## config.mk

```make
export PLATFORM = sky130hd
export DESIGN_NAME = fcd_flash_host
export DESIGN_NICKNAME = d
export VERILOG_FILES = /design/src/hdl/fcd_pkg.sv /design/src/hdl/fcd_sync_if.sv /design/src/hdl/fcd_flash_host.sv /design/src/hdl/fcd_sync3.sv
export SDC_FILE = /design/constraint.sdc
export NUM_CORES = 1
export LEC_CHECK = 0
export ABC_CLOCK_PERIOD_IN_PS = 2750
export BUFFER_PORTS_ARGS = -buffer_cell sky130_fd_sc_hd__buf_4
export CORE_MARGIN = 1.5
export CORE_UTILIZATION = 53
export DETAILED_ROUTE_END_ITERATION = 10
export PLACE_DENSITY_LB_ADDON = 0.05
export SYNTH_ARGS = -nofsm -noshare
export SYNTH_HDL_FRONTEND = slang
export SYNTH_HIERARCHICAL = 1
export SYNTH_SLANG_ARGS = --single-unit
```

## constraint.sdc

```tcl
create_clock -name clk -period 2.75 [get_ports clk]
set_clock_uncertainty 0.05 [all_clocks]
set_input_delay 0 -clock clk [delete_from_list [all_inputs] [get_ports clk]]
set_output_delay 0 -clock clk [all_outputs]
set_load 0.005 [all_outputs]
```

## src/hdl/fcd_pkg.sv

```systemverilog
/*
 * Constants for the flash command sequencer: command codes, op codes,
 * register map, read modes and pin timing.
 * Assumes a 250 MHz clock and a byte-wide flash on an async bus.
 */
package fcd_pkg;
	// ------------------------------------------------------------
	// Timing
	// ------------------------------------------------------------
	localparam int CLK_PERIOD_PS = 4000;
	localparam int T_SETUP_NS = 10;
	localparam int T_WRITE_NS = 50;
	localparam int T_READ_NS = 100;
	localparam int T_HOLD_NS = 10;
	localparam int T_PWRDN_NS = 100;
	localparam int T_WAKE_NS = 1000;
	localparam int SETUP_CYC = (T_SETUP_NS * 1000 + CLK_PERIOD_PS - 1) / CLK_PERIOD_PS;
	localparam int WRITE_CYC = (T_WRITE_NS * 1000 + CLK_PERIOD_PS - 1) / CLK_PERIOD_PS;
	localparam int SYNC_CYC = 4;
	localparam int READ_CYC = (T_READ_NS * 1000 + CLK_PERIOD_PS - 1) / CLK_PERIOD_PS + SYNC_CYC;
	localparam int HOLD_CYC = (T_HOLD_NS * 1000 + CLK_PERIOD_PS - 1) / CLK_PERIOD_PS;
	localparam int PWRDN_CYC = (T_PWRDN_NS * 1000 + CLK_PERIOD_PS - 1) / CLK_PERIOD_PS;
	localparam int WAKE_CYC = (T_WAKE_NS * 1000 + CLK_PERIOD_PS - 1) / CLK_PERIOD_PS;
	localparam int CNT_W = 8;

	// ------------------------------------------------------------
	// Flash command codes
	// ------------------------------------------------------------
	localparam logic [7:0] CMD_READ_ARRAY = 8'hFF;
	localparam logic [7:0] CMD_READ_ID = 8'h90;
	localparam logic [7:0] CMD_READ_STATUS = 8'h70;
	localparam logic [7:0] CMD_CLEAR_STATUS = 8'h50;
	localparam logic [7:0] CMD_ERASE_SETUP = 8'h20;
	localparam logic [7:0] CMD_CONFIRM = 8'hD0;
	localparam logic [7:0] CMD_PROGRAM_SETUP = 8'h40;
	localparam logic [7:0] CMD_SUSPEND = 8'hB0;
	localparam logic [7:0] CMD_LOCK_SETUP = 8'h60;
	localparam logic [7:0] CMD_BLOCK_LOCK = 8'h01;
	localparam logic [7:0] CMD_MASTER_LOCK = 8'hF1;

	// ------------------------------------------------------------
	// Identifier offsets inside a 64 KB block
	// ------------------------------------------------------------
	localparam int BLOCK_OFS_W = 16;
	localparam logic [15:0] ID_MAKER_OFS = 16'h0000;
	localparam logic [15:0] ID_PART_OFS = 16'h0001;
	localparam logic [15:0] ID_BLOCK_LOCK_OFS = 16'h0002;
	localparam logic [15:0] ID_MASTER_LOCK_OFS = 16'h0003;

	// ------------------------------------------------------------
	// Operation codes written to CTRL[3:0]
	// ------------------------------------------------------------
	localparam logic [3:0] OP_READ_ARRAY = 4'h0;
	localparam logic [3:0] OP_READ_ID = 4'h1;
	localparam logic [3:0] OP_READ_STATUS = 4'h2;
	localparam logic [3:0] OP_CLEAR_STATUS = 4'h3;
	localparam logic [3:0] OP_ERASE = 4'h4;
	localparam logic [3:0] OP_PROGRAM = 4'h5;
	localparam logic [3:0] OP_SUSPEND = 4'h6;
	localparam logic [3:0] OP_RESUME = 4'h7;
	localparam logic [3:0] OP_SET_BLOCK_LOCK = 4'h8;
	localparam logic [3:0] OP_SET_MASTER_LOCK = 4'h9;
	localparam logic [3:0] OP_CLEAR_LOCKS = 4'hA;
	localparam logic [3:0] OP_BUS_READ = 4'hB;
	localparam logic [3:0] OP_POWER_DOWN = 4'hC;
	localparam logic [3:0] OP_LOCK_QUERY = 4'hD;

	// ------------------------------------------------------------
	// Register map (word index, byte address = 4 * index)
	// ------------------------------------------------------------
	localparam logic [2:0] REG_CTRL = 3'h0;
	localparam logic [2:0] REG_ADDR = 3'h1;
	localparam logic [2:0] REG_WDATA = 3'h2;
	localparam logic [2:0] REG_STATUS = 3'h3;
	localparam logic [2:0] REG_CFG = 3'h4;
	localparam logic [31:0] RST_ADDR = 32'h0000_0000;
	localparam logic [7:0] RST_WDATA = 8'h00;

	// ------------------------------------------------------------
	// Host view of the read mode
	// ------------------------------------------------------------
	localparam logic [1:0] MODE_ARRAY = 2'h0;
	localparam logic [1:0] MODE_ID = 2'h1;
	localparam logic [1:0] MODE_STATUS = 2'h2;
endpackage

```

## src/hdl/fcd_sync_if.sv

```systemverilog
/*
 * Carrier between the sequencer and its pin synchronisers.
 * Assumes clk and rstn of the single clock domain.
 */
`timescale 1ns/1ps
interface fcd_sync_if #(parameter int W = 8) (input wire logic clk, input wire logic rstn);
	logic [W-1:0] raw;
	logic [W-1:0] val;
	logic agree;
	modport sync (input clk, input rstn, input raw, output val, output agree);
	modport user (output raw, input val, input agree);
endinterface
```

## src/hdl/fcd_flash_host.sv

```systemverilog
/*
 * Host controller for a byte-wide block-erasable flash: turns register
 * orders into command bus cycles on the flash pins.
 * Assumes an Avalon-MM master with waitrequest and a flash wired to the pins.
 */
// Summary of operation
// - Read-array op writes FFH once; later reads return array data.
// - Identifier op writes 90H then reads; reads may repeat.
// - Status op writes 70H; reads then return status.
// - Erase writes 20H then D0H at the block address.
// - Program second cycle carries address and byte.
// - Suspend writes B0H once.
// - Resume writes D0H alone.
// - Only defined command codes and program data bytes are ever written.
// - Clear status writes 50H; refused while suspended.
`timescale 1ns/1ps
module fcd_flash_host #(
	parameter int ADDR_W = 21
) (
	// Clock and reset
	input wire logic clk,
	input wire logic rstn,
	// Avalon-MM slave
	input wire logic [4:0] avs_address,
	input wire logic avs_read,
	input wire logic avs_write,
	input wire logic [3:0] avs_byteenable,
	input wire logic [31:0] avs_writedata,
	output logic [31:0] avs_readdata,
	output logic avs_waitrequest,
	// Flash pins
	output logic [ADDR_W-1:0] flash_addr,
	output logic flash_ce_n,
	output logic flash_oe_n,
	output logic flash_we_n,
	input wire logic [7:0] flash_dq_in,
	output logic [7:0] flash_dq_out,
	output logic flash_dq_oe,
	output logic reset_powerdown_n,
	output logic unlock_high_voltage_level,
	input wire logic ready_busy_n
);
	typedef enum logic [5:0] {
		ST_IDLE = 6'h01,
		ST_SETUP = 6'h02,
		ST_STROBE = 6'h04,
		ST_HOLD = 6'h08,
		ST_PWR = 6'h10,
		ST_WAKE = 6'h20
	} fcd_state_e;

	localparam logic [7:0] C_SETUP = 8'(fcd_pkg::SETUP_CYC);
	localparam logic [7:0] C_WRITE = 8'(fcd_pkg::WRITE_CYC);
	localparam logic [7:0] C_READ = 8'(fcd_pkg::READ_CYC);
	localparam logic [7:0] C_HOLD = 8'(fcd_pkg::HOLD_CYC);
	localparam logic [7:0] C_PWR = 8'(fcd_pkg::PWRDN_CYC);
	localparam logic [7:0] C_WAKE = 8'(fcd_pkg::WAKE_CYC);

	fcd_state_e state_ff;
	logic [7:0] cnt_ff;
	logic cyc_ff;
	logic two_ff;
	logic rd2_ff;
	logic [7:0] code0_ff;
	logic [7:0] code1_ff;
	logic [ADDR_W-1:0] addr1_ff;
	logic [31:0] addr_reg_ff;
	logic [7:0] wdata_ff;
	logic hv_ff;
	logic [7:0] rdata_ff;
	logic refused_ff;
	logic susp_ff;
	logic [1:0] mode_ff;
	logic rd_done_ff;
	logic [31:0] readdata_ff;
	logic [2:0] idx;
	logic busy;
	logic wr_acc;
	logic start;
	logic [3:0] op;
	logic rdy;
	logic nxt_two;
	logic nxt_rd2;
	logic [7:0] nxt_code0;
	logic [7:0] nxt_code1;
	logic [ADDR_W-1:0] nxt_addr1;
	logic [1:0] nxt_mode;
	logic nxt_refuse;
	logic is_pwr;
	logic [ADDR_W-1:0] op_addr;

	// ------------------------------------------------------------
	// Pin synchronisers
	// ------------------------------------------------------------
	fcd_sync_if #(.W(8)) dq_if (.clk(clk), .rstn(rstn));
	fcd_sync_if #(.W(1)) rb_if (.clk(clk), .rstn(rstn));
	fcd_sync3 #(.W(8), .RST(8'h00)) u_dq_sync (.s(dq_if.sync));
	fcd_sync3 #(.W(1), .RST(1'b1)) u_rb_sync (.s(rb_if.sync));
	assign dq_if.raw = flash_dq_in;
	assign rb_if.raw = ready_busy_n;
	assign rdy = rb_if.val[0];

	// ------------------------------------------------------------
	// Avalon-MM slave
	// ------------------------------------------------------------
	assign idx = avs_address[4:2];
	assign busy = (state_ff != ST_IDLE);
	assign op = avs_writedata[3:0];
	// Reads take one wait cycle; CTRL writes stall while busy
	assign avs_waitrequest = (avs_read && !rd_done_ff) || (avs_write && idx == fcd_pkg::REG_CTRL && busy);
	assign wr_acc = avs_write && !avs_waitrequest;
	assign start = wr_acc && idx == fcd_pkg::REG_CTRL && avs_byteenable[0];
	assign avs_readdata = readdata_ff;

	// Read data register, unmapped words read zero
	always_ff @(posedge clk) begin
		if (!rstn) begin
			rd_done_ff <= 1'b0;
			readdata_ff <= 32'h0000_0000;
		end else begin
			rd_done_ff <= avs_read && !rd_done_ff;
			if (avs_read && !rd_done_ff) begin
				unique case (idx)
					fcd_pkg::REG_ADDR: readdata_ff <= addr_reg_ff;
					fcd_pkg::REG_WDATA: readdata_ff <= {24'h00_0000, wdata_ff};
					fcd_pkg::REG_STATUS: readdata_ff <= {16'h0000, rdata_ff, 2'h0, mode_ff, susp_ff, rdy, refused_ff, busy};
					fcd_pkg::REG_CFG: readdata_ff <= {31'h0000_0000, hv_ff};
					default: readdata_ff <= 32'h0000_0000;
				endcase
			end
		end
	end

	// Writable registers with byte enables
	always_ff @(posedge clk) begin
		if (!rstn) begin
			addr_reg_ff <= fcd_pkg::RST_ADDR;
			wdata_ff <= fcd_pkg::RST_WDATA;
			hv_ff <= 1'b0;
		end else if (wr_acc) begin
			if (idx == fcd_pkg::REG_ADDR) begin
				for (int b = 0; b < 4; b++) begin
					if (avs_byteenable[b]) begin
						addr_reg_ff[b*8 +: 8] <= avs_writedata[b*8 +: 8];
					end
				end
			end
			if (idx == fcd_pkg::REG_WDATA && avs_byteenable[0]) begin
				wdata_ff <= avs_writedata[7:0];
			end
			if (idx == fcd_pkg::REG_CFG && avs_byteenable[0]) begin
				hv_ff <= avs_writedata[0];
			end
		end
	end

	// High-voltage level request on the reset pin
	assign unlock_high_voltage_level = hv_ff;

	// ------------------------------------------------------------
	// Op decode into one or two bus cycles, a power-down pulse or a refusal
	// ------------------------------------------------------------
	assign op_addr = addr_reg_ff[ADDR_W-1:0];
	always_comb begin
		nxt_two = 1'b0;
		nxt_rd2 = 1'b0;
		nxt_code0 = fcd_pkg::CMD_READ_ARRAY;
		nxt_code1 = fcd_pkg::CMD_READ_ARRAY;
		nxt_addr1 = op_addr;
		nxt_mode = mode_ff;
		nxt_refuse = 1'b0;
		is_pwr = 1'b0;
		unique case (op)
			fcd_pkg::OP_READ_ARRAY: begin
				nxt_refuse = !rdy && !susp_ff;
				nxt_mode = fcd_pkg::MODE_ARRAY;
			end
			fcd_pkg::OP_READ_ID: begin
				nxt_code0 = fcd_pkg::CMD_READ_ID;
				nxt_two = 1'b1;
				nxt_rd2 = 1'b1;
				nxt_mode = fcd_pkg::MODE_ID;
			end
			fcd_pkg::OP_LOCK_QUERY: begin
				nxt_code0 = fcd_pkg::CMD_READ_ID;
				nxt_two = 1'b1;
				nxt_rd2 = 1'b1;
				nxt_addr1 = {op_addr[ADDR_W-1:fcd_pkg::BLOCK_OFS_W], fcd_pkg::ID_BLOCK_LOCK_OFS};
				nxt_mode = fcd_pkg::MODE_ID;
			end
			fcd_pkg::OP_READ_STATUS: begin
				nxt_code0 = fcd_pkg::CMD_READ_STATUS;
				nxt_two = 1'b1;
				nxt_rd2 = 1'b1;
				nxt_mode = fcd_pkg::MODE_STATUS;
			end
			fcd_pkg::OP_CLEAR_STATUS: begin
				nxt_code0 = fcd_pkg::CMD_CLEAR_STATUS;
				nxt_refuse = susp_ff;
			end
			fcd_pkg::OP_ERASE: begin
				nxt_code0 = fcd_pkg::CMD_ERASE_SETUP;
				nxt_code1 = fcd_pkg::CMD_CONFIRM;
				nxt_two = 1'b1;
				nxt_mode = fcd_pkg::MODE_STATUS;
			end
			fcd_pkg::OP_PROGRAM: begin
				nxt_code0 = fcd_pkg::CMD_PROGRAM_SETUP;
				nxt_code1 = wdata_ff;
				nxt_two = 1'b1;
				nxt_mode = fcd_pkg::MODE_STATUS;
			end
			fcd_pkg::OP_SUSPEND: begin
				nxt_code0 = fcd_pkg::CMD_SUSPEND;
				nxt_mode = fcd_pkg::MODE_STATUS;
			end
			fcd_pkg::OP_RESUME: begin
				nxt_code0 = fcd_pkg::CMD_CONFIRM;
				nxt_mode = fcd_pkg::MODE_STATUS;
			end
			fcd_pkg::OP_SET_BLOCK_LOCK: begin
				nxt_code0 = fcd_pkg::CMD_LOCK_SETUP;
				nxt_code1 = fcd_pkg::CMD_BLOCK_LOCK;
				nxt_two = 1'b1;
				nxt_mode = fcd_pkg::MODE_STATUS;
			end
			fcd_pkg::OP_SET_MASTER_LOCK: begin
				nxt_code0 = fcd_pkg::CMD_LOCK_SETUP;
				nxt_code1 = fcd_pkg::CMD_MASTER_LOCK;
				nxt_two = 1'b1;
				nxt_refuse = !hv_ff;
				nxt_mode = fcd_pkg::MODE_STATUS;
			end
			fcd_pkg::OP_CLEAR_LOCKS: begin
				nxt_code0 = fcd_pkg::CMD_LOCK_SETUP;
				nxt_code1 = fcd_pkg::CMD_CONFIRM;
				nxt_two = 1'b1;
				nxt_mode = fcd_pkg::MODE_STATUS;
			end
			fcd_pkg::OP_BUS_READ: begin
				nxt_rd2 = 1'b1;
			end
			fcd_pkg::OP_POWER_DOWN: begin
				is_pwr = 1'b1;
				nxt_mode = fcd_pkg::MODE_ARRAY;
			end
			default: begin
				nxt_refuse = 1'b1;
			end
		endcase
	end

	// ------------------------------------------------------------
	// Host-side mode and flags
	// ------------------------------------------------------------
	always_ff @(posedge clk) begin
		if (!rstn) begin
			mode_ff <= fcd_pkg::MODE_ARRAY;
			susp_ff <= 1'b0;
			refused_ff <= 1'b0;
		end else if (start) begin
			refused_ff <= nxt_refuse;
			if (!nxt_refuse) begin
				mode_ff <= nxt_mode;
				if (op == fcd_pkg::OP_SUSPEND) begin
					susp_ff <= 1'b1;
				end else if (op == fcd_pkg::OP_RESUME || is_pwr) begin
					susp_ff <= 1'b0;
				end
			end
		end
	end

	// ------------------------------------------------------------
	// Bus-cycle sequencer
	// ------------------------------------------------------------
	always_ff @(posedge clk) begin
		if (!rstn) begin
			state_ff <= ST_PWR;
			cnt_ff <= C_PWR;
			cyc_ff <= 1'b0;
			two_ff <= 1'b0;
			rd2_ff <= 1'b0;
			code0_ff <= fcd_pkg::CMD_READ_ARRAY;
			code1_ff <= fcd_pkg::CMD_READ_ARRAY;
			addr1_ff <= '0;
		end else begin
			unique case (state_ff)
				ST_IDLE: begin
					if (start && !nxt_refuse) begin
						code0_ff <= nxt_code0;
						code1_ff <= nxt_code1;
						addr1_ff <= nxt_addr1;
						two_ff <= nxt_two;
						rd2_ff <= nxt_rd2;
						// A plain read has only its read cycle
						cyc_ff <= (op == fcd_pkg::OP_BUS_READ);
						state_ff <= is_pwr ? ST_PWR : ST_SETUP;
						cnt_ff <= is_pwr ? C_PWR : C_SETUP;
					end
				end
				ST_SETUP: begin
					if (cnt_ff == 8'h00) begin
						state_ff <= ST_STROBE;
						cnt_ff <= (cyc_ff && rd2_ff) ? C_READ : C_WRITE;
					end else begin
						cnt_ff <= cnt_ff - 8'h01;
					end
				end
				ST_STROBE: begin
					if (cnt_ff == 8'h00) begin
						state_ff <= ST_HOLD;
						cnt_ff <= C_HOLD;
					end else begin
						cnt_ff <= cnt_ff - 8'h01;
					end
				end
				ST_HOLD: begin
					if (cnt_ff != 8'h00) begin
						cnt_ff <= cnt_ff - 8'h01;
					end else if (!cyc_ff && two_ff) begin
						cyc_ff <= 1'b1;
						state_ff <= ST_SETUP;
						cnt_ff <= C_SETUP;
					end else begin
						state_ff <= ST_IDLE;
					end
				end
				ST_PWR: begin
					if (cnt_ff == 8'h00) begin
						state_ff <= ST_WAKE;
						cnt_ff <= C_WAKE;
					end else begin
						cnt_ff <= cnt_ff - 8'h01;
					end
				end
				ST_WAKE: begin
					if (cnt_ff == 8'h00) begin
						state_ff <= ST_IDLE;
					end else begin
						cnt_ff <= cnt_ff - 8'h01;
					end
				end
			endcase
		end
	end

	// ------------------------------------------------------------
	// Flash pin drive
	// ------------------------------------------------------------
	always_ff @(posedge clk) begin
		if (!rstn) begin
			flash_addr <= '0;
			flash_ce_n <= 1'b1;
			flash_oe_n <= 1'b1;
			flash_we_n <= 1'b1;
			flash_dq_out <= 8'h00;
			flash_dq_oe <= 1'b0;
			reset_powerdown_n <= 1'b0;
		end else begin
			reset_powerdown_n <= (state_ff != ST_PWR);
			if (state_ff == ST_SETUP) begin
				flash_ce_n <= 1'b0;
				flash_addr <= cyc_ff ? addr1_ff : op_addr;
				flash_dq_out <= cyc_ff ? code1_ff : code0_ff;
				flash_dq_oe <= !(cyc_ff && rd2_ff);
			end
			if (state_ff == ST_SETUP && cnt_ff == 8'h00) begin
				flash_oe_n <= !(cyc_ff && rd2_ff);
				flash_we_n <= cyc_ff && rd2_ff;
			end
			// Both strobes rise together; address and data held through hold
			if (state_ff == ST_STROBE && cnt_ff == 8'h00) begin
				flash_oe_n <= 1'b1;
				flash_we_n <= 1'b1;
				flash_ce_n <= 1'b1;
			end
			if (state_ff == ST_HOLD && cnt_ff == 8'h00) begin
				flash_dq_oe <= 1'b0;
			end
		end
	end

	// Read data captured at end of the read strobe
	always_ff @(posedge clk) begin
		if (!rstn) begin
			rdata_ff <= 8'h00;
		end else if (state_ff == ST_STROBE && cnt_ff == 8'h00 && cyc_ff && rd2_ff) begin
			rdata_ff <= dq_if.val;
		end
	end
endmodule // fcd_flash_host

```

## src/hdl/fcd_sync3.sv

```systemverilog
/*
 * Three-stage synchroniser for pin inputs.
 * Assumes raw comes from outside the clock domain.
 */
`timescale 1ns/1ps
module fcd_sync3 #(
	parameter int W = 8,
	parameter logic [W-1:0] RST = '0
) (
	// Synchroniser side of the carrier
	fcd_sync_if.sync s
);
	logic [W-1:0] s1_ff;
	logic [W-1:0] s2_ff;
	logic [W-1:0] s3_ff;
	logic [W-1:0] val_ff;

	// Three flip-flop chain, first stage seen only by the second
	always_ff @(posedge s.clk) begin
		if (!s.rstn) begin
			s1_ff <= RST;
			s2_ff <= RST;
			s3_ff <= RST;
		end else begin
			s1_ff <= s.raw;
			s2_ff <= s1_ff;
			s3_ff <= s2_ff;
		end
	end

	// Value follows only when stages two and three agree
	always_ff @(posedge s.clk) begin
		if (!s.rstn) begin
			val_ff <= RST;
		end else if (s.agree) begin
			val_ff <= s3_ff;
		end
	end

	assign s.val = val_ff;
	assign s.agree = (s2_ff == s3_ff);
endmodule // fcd_sync3

```

# --- After elaboration in Yosys (flattened, before gate mapping) ---
# Cells that the tools add are included.
word_totals:
  output_inout_bits: 68
  input_bits: 54
  regBits: 210
classes:
  reduce_logical: 56
  n_bitwise: 2
  eq_ne: 36
  mux: 36
  add_sub_neg: 1
ops:
  columns: ["op", "count"]
  rows:
  - ["$pmux W32 S4", 1]
  - ["$mux W8", 8]
  - ["$pmux W8 S8", 1]
  - ["$pmux W8 S6", 1]
  - ["$mux W6", 6]
  - ["$pmux W6 S6", 1]
  - ["$pmux W8 S4", 1]
  - ["$eq A4 B4 Y1 const B", 6]
  - ["$mux W21", 1]
  - ["$reduce_and A3 Y1", 7]
  - ["$logic_and A1 B1 Y1", 17]
  - ["$eq A4 B3 Y1 const B", 4]
  - ["$mux W16", 1]
  - ["$ne A2 B2 Y1 const B", 8]
  - ["$reduce_or A8 Y1", 2]
  - ["$mux W5", 3]
  - ["$reduce_or A11 Y1", 1]
  - ["$reduce_or A2 Y1", 5]
  - ["$eq A4 B2 Y1 const B", 2]
  - ["$eq A8 B8 Y1", 1]
  - ["$logic_not A1 Y1", 8]
  - ["$logic_not A8 Y1", 1]
  - ["$mux W1", 8]
  - ["$reduce_bool A8 Y1", 1]
  - ["other kinds (30)", 36]

# --- Depth between registers and ports, before layout ---
# Gate-level depths: netlist of run 1.
logic_depth:
  ltp_word: 11
  depth_mapped: 10
  mapped_depth_nobuf: 8

# --- Cells and area by module ---
# The synthesis of run 1 kept the hierarchy.
by_module_without_submodules:
  columns: ["mod", "cells_per_inst", "n_inst", "area_per_inst_um2", "seq_area_each_um2"]
  rows:
  - ["fcd_flash_host", 880, 1, 7415.9, 3423.3]
  - ["fcd_sync3 (u_dq_sync)", 96, 1, 1044.8, 640.6]
  - ["fcd_sync3 (u_rb_sync)", 11, 1, 121.4, 80.1]

# --- Worst setup path before layout of run 1 ---
# No wires, ideal clock.
synth_path:
  kind: "reg-to-reg"
  from: "register state_ff[2]"
  to: "register susp_ff"
  synth_period_minus_slack_ns: 2.251
  t_required_ns: 2.582
  arrival_ns: 2.083
  path_buffers: 2
  setup_time_ns: 0.118
  setup_slack_ns: 0.499
  path_stages_with_launch: 9
  cell_sequence: "dfxtp_1 > buf_2 > nor4_4 > nand3b_2 > or4_1 > buf_2 > or3_1 > a21oi_1 > nor3_1"
synth_between:
  elab_chain_cells: 8
synth_lines:
  columns: ["item", "line_no", "rtl"]
  rows:
  - ["from (decl)", "fcd_flash_host.sv:59", "fcd_state_e state_ff;"]
  - ["from (signal assigned)", "fcd_flash_host.sv:298", "state_ff <= is_pwr ? ST_PWR : ST_SETUP;"]
  - ["$ne A6 B1 Y1", "fcd_flash_host.sv:107", "assign busy = (state_ff != ST_IDLE);"]
  - ["$logic_and A1 B1 Y1", "fcd_flash_host.sv:110", "assign avs_waitrequest = (avs_read && !rd_done_ff) || (avs_write && idx == fcd_pkg::REG_CTRL && busy);"]
  - ["$logic_or A1 B1 Y1", "fcd_flash_host.sv:110", null]
  - ["$logic_not A1 Y1", "fcd_flash_host.sv:111", "assign wr_acc = avs_write && !avs_waitrequest;"]
  - ["$logic_and A1 B1 Y1", "fcd_flash_host.sv:111", null]
  - ["$logic_and A1 B1 Y1 (2 in a row)", "fcd_flash_host.sv:112", "assign start = wr_acc && idx == fcd_pkg::REG_CTRL && avs_byteenable[0];"]
  - ["$reduce_and A3 Y1 (no source line)", null, null]
  - ["to (signal assigned)", "fcd_flash_host.sv:259", "susp_ff <= 1'b0;"]
  - ["to (signal assigned)", "fcd_flash_host.sv:266", "susp_ff <= 1'b1;"]
  - ["to (signal assigned)", "fcd_flash_host.sv:268", "susp_ff <= 1'b0;"]
  - ["to (decl)", "fcd_flash_host.sv:72", "logic susp_ff;"]
# No other way between the ends.
# A chain may end at the register's enable or synchronous reset.

# --- Final worst setup path of run 1 ---
layout_path:
  from: "register rd_done_ff"
  to: "register addr_reg_ff[23]"
layout_between:
  elab_chain_cells: 6
layout_lines:
  columns: ["item", "line_no", "rtl"]
  rows:
  - ["from (decl)", "fcd_flash_host.sv:74", "logic rd_done_ff;"]
  - ["from (signal assigned)", "fcd_flash_host.sv:121", "rd_done_ff <= avs_read && !rd_done_ff;"]
  - ["$logic_not A1 Y1", "fcd_flash_host.sv:110", null]
  - ["$logic_and A1 B1 Y1", "fcd_flash_host.sv:110", null]
  - ["$logic_or A1 B1 Y1", "fcd_flash_host.sv:110", null]
  - ["$logic_not A1 Y1", "fcd_flash_host.sv:111", null]
  - ["$logic_and A1 B1 Y1", "fcd_flash_host.sv:111", null]
  - ["$reduce_and A3 Y1 (no source line)", null, null]
  - ["to (signal assigned)", "fcd_flash_host.sv:137", "addr_reg_ff <= fcd_pkg::RST_ADDR;"]
  - ["to (signal, indexed assignment)", "fcd_flash_host.sv:144", "addr_reg_ff[b*8 +: 8] <= avs_writedata[b*8 +: 8];"]
  - ["to (decl)", "fcd_flash_host.sv:67", "logic [31:0] addr_reg_ff;"]
# No other way between the ends.

==> results by stage, run 1 <==
Clocking:
- Post-CTS timing repair inserted 0 buffers for setup.
- The clock latency of the later-clocked register in the worst-skew pair is 0.50 ns.
- Buffers inserted during clock tree synthesis total 22.
- The buffer levels on the longest clock path is 3.
- TritonCTS built the clock tree.
- In this run the number of H-tree levels came out at 1.
- The tree built by TritonCTS fans out to 207 sinks.
- The register clock-pin slew on the reported worst setup and hold paths is 0.06 ns.
- Clock tree synthesis selected as its root buffer the cell clkbuf_16.

Floorplanning:
- The die area is 16900 sq um.
- The die is 130 microns tall.
- The x dimension of the die is 130 microns.
- During I/O placement, the number of pins put on the boundary was 122.
- The effective utilization at floorplan is 54.1%.
- The region available for standard cell placement spans 15800 sq um.
- In this run the core area contains 46 standard-cell rows.

Global routing:
- The via count of the first global-routing pass came to 7026.
- The total global-route track usage is 25.8%.
- The global-route wire length before repair is 35300 microns.
- The initial antenna violation count is 0.
- Entering global routing, the biggest net connects 72 pins.
- After global routing the overflow that remains totals 0.

Placement:
- The worst setup slack after placement is 0.197 ns.
- At the end of routability-driven placement, the weighted congestion stood at 0.814.
- The total placed instance area is 9620 sq um.
- The total of buffers placed on input and output ports is 119.
- The total half-perimeter wirelength after legalization and detailed placement is 13800 microns.

Setup path:
- The startpoint-to-endpoint class of the critical path is flip-flop to flip-flop.
- The cell repeated most along the worst path is dlygate4sd3_1.
- The worst setup path is captured at a flip-flop.
- STA puts the critical path data required time at 3.14 ns.
- For this design, the slowest cell found on the critical path is dlygate4sd3_1.
- STA puts the critical path data arrival time at 3.01 ns.
- For this run, the slowest stage of the critical path takes 0.58 ns.
- The startpoint type of the worst setup path is a flip-flop.
- The critical path goes through nand2b_2 > nor3b_2 > buf_6 > nand3_1 > dlygate4sd3_1 > a21oi_1 > dlygate4sd3_1.
- The maximum net fanout on the critical path is 27.

STA:
- The worst-margin pin slew is 1.10 ns.
- The slack of the critical path is 0.128 ns.
- Setup repair after global routing left no endpoint under its margin.
- The clock period could shrink to 2.62 ns.
- Hold is met by 0.0499 ns.
- The timing-limited maximum frequency is 381 MHz.
- The hold violation total from the final report was 0.
- The headroom to the max-slew limit is 26.1%.
- In the finished design, the share of the clock period the worst path needs comes to 95.3%.
- The final number of max-transition violations is 0.
- Setup total negative slack on the finished layout was measured at 0 ns.
- The setup-violating endpoint count in the final report is 0.

Worst hold path:
- The tightest min-delay check is of the input port to flip-flop type.

Logic synthesis:
- The post-synthesis instance total is 985.
- The total standard cell area after synthesis is 8570 sq um.
- A synthesized cell averages 8.70 sq um.
- The net count after synthesis is 1040.
- During synthesis, Yosys emitted a total of 6 warnings.

Routing:
- In the routed layout, each cell is associated on average with a via count of 5.47.
- The final wirelength is 22100 microns.
- After the first detailed-routing iteration, the DRC count stood at 488.
- In this run the remaining antenna-violating nets after routing total 0.
- The post-route DRC violation count is 0.
- The first detailed-routing pass ran for 5 iterations.
- Across all layers, the routed design uses 7661 vias.
- After detailed routing, the average wire length per cell comes to 15.8 microns.

Finish:
- The number of filler instances in the final layout is 1232.
- 0 antenna diodes ended up in the layout.
- The post-route netlist has 17.0% of its cells at a drive strength greater than 1.
- The final net count is 1223.
- The area growth from synthesis to layout is 32.0%.
- After routing the design area is 11300 sq um.

Outcome:
- The run finished with clean final reports.

Power:
- The leakage power total is 4.34 nW.
- The total power per unit cell area is 676 nW/um^2.
- The worst supply voltage drop on vdd is 0.000524 V.

Run:
- Max-cap violations in this run came to 0.
per-layer routing:
metal | up-vias | track usage (%) | part of all wire [%]
met3 | 35 | 6.11 | 6.5
met4 | 0 | 6.01 | 1.8
li1 | 3841 | - | -
met1 | 3585 | 34.7 | 45
met5 | - | 0 | 0
met2 | 200 | 42.1 | 47
sequential cells by signal, indices dropped and copies added, names as in the netlist, 2 cells and up:
| register | cells |
|---|---|
| code0_ff | 5 |
| u_dq_sync/s.val | 8 |
| flash_dq_out | 8 |
| cnt_ff | 8 |
| mode_ff | 2 |
| state_ff | 6 |
| code1_ff | 8 |
| addr_reg_ff | 32 |
| wdata_ff | 8 |
| u_dq_sync/s3_ff | 8 |
| rdata_ff | 8 |
| u_dq_sync/s1_ff | 8 |
| flash_addr | 21 |
| avs_readdata | 32 |
| u_dq_sync/s2_ff | 8 |
| addr1_ff | 21 |
critical path: cells and delay by family, from the launching register on:
family / cells / cell delay [ns]
compound gates: 1 / 0.19
buf+inv: 3 / 1.41
flops: 1 / 0.31
simple gates: 3 / 0.58
path summary, 6_finish.rpt:
kind	slack, ns	from	depth (start not counted)	end
worst min-delay path	0.05	avs_address[3]	4	unlock_high_voltage_level
worst max-delay path	0.13	rd_done_ff	7	addr_reg_ff[23]
worst max register to register	0.13	rd_done_ff	7	addr_reg_ff[23]
worst min register to register	0.36	u_rb_sync/s1_ff	1	u_rb_sync/s2_ff
power breakdown:
| group | switching, mW | total, mW | internal (mW) |
|---|---|---|---|
| sequential | 0.147 | 3.31 | 3.17 |
| combinational | 0.723 | 1.37 | 0.645 |
| clock | 1.18 | 2.97 | 1.79 |
per-stage QoR:
| step | utilization (%) | power [mW] | instances |
|---|---|---|---|
| 6_report | 71.5 | 7.65 | 1400 |
| 3_3_place_gp | 60.8 | 4.66 | 1265 |
| 5_1_grt | 71.5 | 8.02 | 1400 |
| 2_1_floorplan | - | 4.23 | 985 |
| 3_5_place_dp | 60.8 | 4.67 | 1265 |
| 4_1_cts | 71.4 | 7.69 | 1400 |
area by class of cell:
type | instances | area [sq um] | share of cell area, %
sequential | 207 | 4140 | 36.6
multi-input combinational | 696 | 4120 | 36.4
timing repair buffer | 232 | 2010 | 17.8
clock buffer | 34 | 677 | 5.98
tap | 216 | 270 | 2.39
clock inverter | 6 | 60.1 | 0.531
inverter | 9 | 36.3 | 0.321
cell usage in the layout (no fill, tap or decap), drive strengths merged, types with 3 or more instances in the layout:
| master | count |
|---|---|
| mux2i | 54 |
| nor3b | 9 |
| nor4 | 11 |
| a22oi | 32 |
| dfxtp | 207 |
| or4 | 4 |
| a31oi | 4 |
| nand3 | 55 |
| mux2 | 13 |
| dlygate4sd3 | 95 |
| clkbuf | 34 |
| a21oi | 80 |
| buf | 137 |
| inv | 9 |
| o21ai | 30 |
| a211oi | 41 |
| xor2 | 12 |
| clkinv | 3 |
| and2 | 26 |
| o211ai | 5 |
| nor2 | 125 |
| nand2 | 117 |
| nor3 | 15 |
| nand2b | 11 |
| nor2b | 8 |
| nand3b | 7 |
timing repair:
item | CTS | global route
hold buffers | 95 | 0
hold endpoints to repair | 70 | 0
endpoints found under the setup margin | 0 | 23
gates resized for setup | 0 | 2
No activity file was read; power rests on OpenSTA's default activity.
==> run 2: changes to the inputs <==
--- a/config.mk
+++ b/config.mk
@@ -11,6 +11,7 @@
 export CORE_UTILIZATION = 53
 export DETAILED_ROUTE_END_ITERATION = 10
 export PLACE_DENSITY_LB_ADDON = 0.05
+export RECOVER_POWER = 100
 export SYNTH_ARGS = -nofsm -noshare
 export SYNTH_HDL_FRONTEND = slang
 export SYNTH_HIERARCHICAL = 1
==> run 2 against run 1 <==
Maximum frequency up 0.55%. Final area fell by 0.97%. Non-clock buffer count is the same. Power fell by 0.20%. Critical endpoint unchanged. Utilization down 0.70 points.
==> results by stage, run 2 (same netlist as run 1, synthesis figures left out) <==
Run:
- The number of max-cap violations was 0 (unchanged).

Finish:
- The sequential cell area in the final layout is 4140 sq um (unchanged).
- The footprint of the multi-input gates is 4110 sq um (-0.15%).
- The most frequent standard cell in the layout excluding fill and tap cells is dfxtp_1.
- The number of filler instances in the final layout is 1273 (+3.3%).
- The area growth from synthesis to layout is 30.7%.
- The fraction of final layout cells with drive strength greater than 1 is 14.9% (-2.1 points).
- The cell area after layout came to 11200 sq um (-0.97%).
- In the layout the commonest cells are 207 x dfxtp_1, 124 x nor2_1, 116 x nand2_1.
- The antenna diode count is 0 (unchanged).
- The final net count is 1223 (unchanged).

Placement:
- The worst setup slack after placement is 0.197 ns (unchanged).
- The total half-perimeter wirelength after legalization and detailed placement is 13800 microns (unchanged).
- The total of buffers placed on input and output ports is 119 (unchanged).
- The total placed instance area is 9620 sq um (unchanged).
- The final estimated routing congestion in global placement is 0.814 (unchanged).

Clocking:
- The register clock-pin slew on the reported worst setup and hold paths is 0.06 ns (about the same).
- The post-CTS setup-driven buffer insertion count is 0 (unchanged).
- The cell sitting at the root of the clock tree is a clkbuf_16.
- The buffer levels on the longest clock path is 3 (unchanged).
- TritonCTS built the clock tree.
- The number of clock buffers inserted by TritonCTS is 22 (unchanged).
- The clock latency of the later-clocked register in the worst-skew pair is 0.50 ns (about the same).
- The number of sinks on the clock net was 207 (unchanged).
- The H-tree level count is 1 (unchanged).

Global routing:
- The initial antenna violation count is 0 (unchanged).
- The global-route met3 utilization is 6.11% (unchanged).
- The met1 usage was 34.7% (unchanged).
- The total global-route track usage was 25.8% (unchanged).
- The via count of the first global-routing pass came to 7026 (unchanged).
- The total global routing overflow was 0 (unchanged).
- The layer flagged by global routing as most heavily used is met2.
- The global-route wire length before repair is 35300 microns (unchanged).
- The global routing met2 resource utilization is 42.1% (unchanged).
- The maximum number of pins on one net before global-route repair was 72 (unchanged).

STA:
- The setup-violating endpoint count in the final report is 0 (unchanged).
- Setup repair after global routing left no endpoint under its margin.
- The post-layout minimum cycle time is 2.61 ns (-0.0144 ns).
- The timing-limited maximum frequency is 383 MHz (+0.55%).
- The headroom to the max-slew limit was 18.2% (-7.9 points).
- The hold violation total from the final report is 0 (unchanged).
- The post-route setup TNS came to 0 ns (unchanged).
- The final number of max-transition violations is 0 (unchanged).
- The slack of the critical path is 0.142 ns (+0.0144 ns).
- The final period utilization is 94.8% (-0.53 points).
- The worst-margin pin slew is 1.23 ns (+0.125 ns).

Setup path:
- The critical path goes through nand2b_2 > nor3b_2 > buf_6 > nand3_1 > dlygate4sd3_1 > a21oi_1 > dlygate4sd3_1.
- The sum of buffers and inverters on the critical path came to 3 (unchanged).
- The worst setup path startpoint is rd_done_ff.
- The maximum net fanout on the critical path was 27 (unchanged).
- By startpoint and endpoint, the worst setup path is classified as flip-flop to flip-flop.
- The delay of the slowest cell on the worst path came to 0.58 ns (about the same).
- The startpoint type of the worst setup path is a flip-flop.
- The worst setup path is captured at a flip-flop.
- The standard cell with the maximum stage delay on the critical path is dlygate4sd3_1.
- The required time at the endpoint of the critical path is 3.14 ns (about the same).
- The arrival time at the worst endpoint is 3.00 ns (about the same).
- The internal reg-to-reg setup slack is 0.14 ns (about the same).
- The worst register-to-register path begins at rd_done_ff.
- The cell repeated most along the worst path is dlygate4sd3_1.
- Broken down by cell family, the worst path's largest delay share belongs to buffers and inverters.

Routing:
- The number of nets still failing antenna checks after routing is 0 (unchanged).
- The detailed-route via count is 7656 (-0.065%).
- The average wire per cell in the routed design came to 15.8 microns (about the same).
- The number of vias per cell is 5.47 (about the same).
- The final wirelength is 22100 microns (about the same).
- The number of search-and-repair iterations in the first detailed-routing pass was 5 (unchanged).
- The number of DRC violations after detailed-routing iteration 0 came to 471 (-3.5%).
- The post-route DRC violation count is 0 (unchanged).

Power:
- The overall power is 7.63 mW (-0.20%).
- The switching part of the total power is 27.0% (+0.14 points).
- The total power per unit cell area came to 682 nW/um^2 (+0.78%).
- The internal power is 5.58 mW (-0.38%).
- The part of the total power dissipated in combinational logic came to 17.6% (-0.3 points).
- The share of total power in the clock network is 39.0% (+0.2 points).
- The relative contribution of sequential cells to total power is 43.4% (about the same).
- The total net switching power is 2.06 mW (+0.32%).
- The leakage power total came to 4.20 nW (-3.1%).
- The worst supply voltage drop on vdd is 0.000521 V (-0.57%).

Floorplanning:
- The vertical extent of the die was 130 microns (unchanged).
- The core footprint was 15800 sq um (unchanged).
- The die area is 16900 sq um (unchanged).
- The x dimension of the die came to 130 microns (unchanged).
- The count of standard-cell rows came to 46 (unchanged).
- The effective utilization at floorplan is 54.1% (unchanged).
- The count of boundary I/O pins was 122 (unchanged).

Worst hold path:
- The worst hold-check path type is input port to flip-flop.
- The startpoint identified for the worst hold timing path is avs_address[3].

Outcome:
- The flow ran to the end, and the final reports show no timing, DRC or antenna violations.
-- run 2: cell count changes in the layout (fill, tap and decap cells not counted), sizes merged --
cell    before  now
buf        137   64
clkbuf      34  107
-- run 2: repair_timing --
action,in CTS,in global routing
gates resized for setup,0,2
endpoints found under the setup margin,0,23
hold buffers,95,0
hold endpoints to repair,70,0
-- run 2: per-layer routing --
| metal | part of all wire (%) | routed length, microns |
|---|---|---|
| met1 | 44 | 9710 |
| met2 | 47 | 10300 |
| met3 | 7.7 | 1700 |
| met4 | 1.7 | 382 |
| met5 | 0 | 0 |
-- run 2: through the flow --
stage               hold slack (ns)  util, %  std cells
detailed placement            0.137     60.8       1265
floorplan                    0.0230        -        985
CTS                          0.0311     71.4       1400
global route                 0.0810     70.8       1400
finish                       0.0447     70.8       1400
global placement              0.135     60.8       1265
-- run 2: path summary, 6_finish.rpt --
| kind | to | cells past startpoint |
|---|---|---|
| hold / removal | unlock_high_voltage_level | 4 |
| setup reg to reg | addr_reg_ff[23] | 7 |
| setup / recovery | addr_reg_ff[23] | 7 |
| hold reg to reg | u_rb_sync/s2_ff | 1 |
-- run 2: power by group through the flow --
stage               Combinational [mW]  Clock [mW]  Sequential (mW)
floorplan                        0.909           0             3.32
global placement                  1.28           0             3.38
detailed placement                1.29           0             3.38
CTS                               1.36        3.02             3.31
global route                      1.50        3.16             3.34
finish                            1.35        2.98             3.31
-- run 2: worst reg2reg max path, cell delays in order (launching register included) --
cell and delay, ns:
dfxtp_1 0.31, nand2b_2 0.22, nor3b_2 0.22, buf_6 0.25, nand3_1 0.15, dlygate4sd3_1 0.58
a21oi_1 0.19, dlygate4sd3_1 0.58
-- run 2: area by class of cell --
type                            count  area share [%]
Multi-Input combinational cell    696            36.7
Clock inverter                      6           0.536
Timing Repair Buffer              232            17.0
Clock buffer                       34            6.04
Tap cell                          216            2.41
Sequential cell                   207            37.0
Inverter                            9           0.302
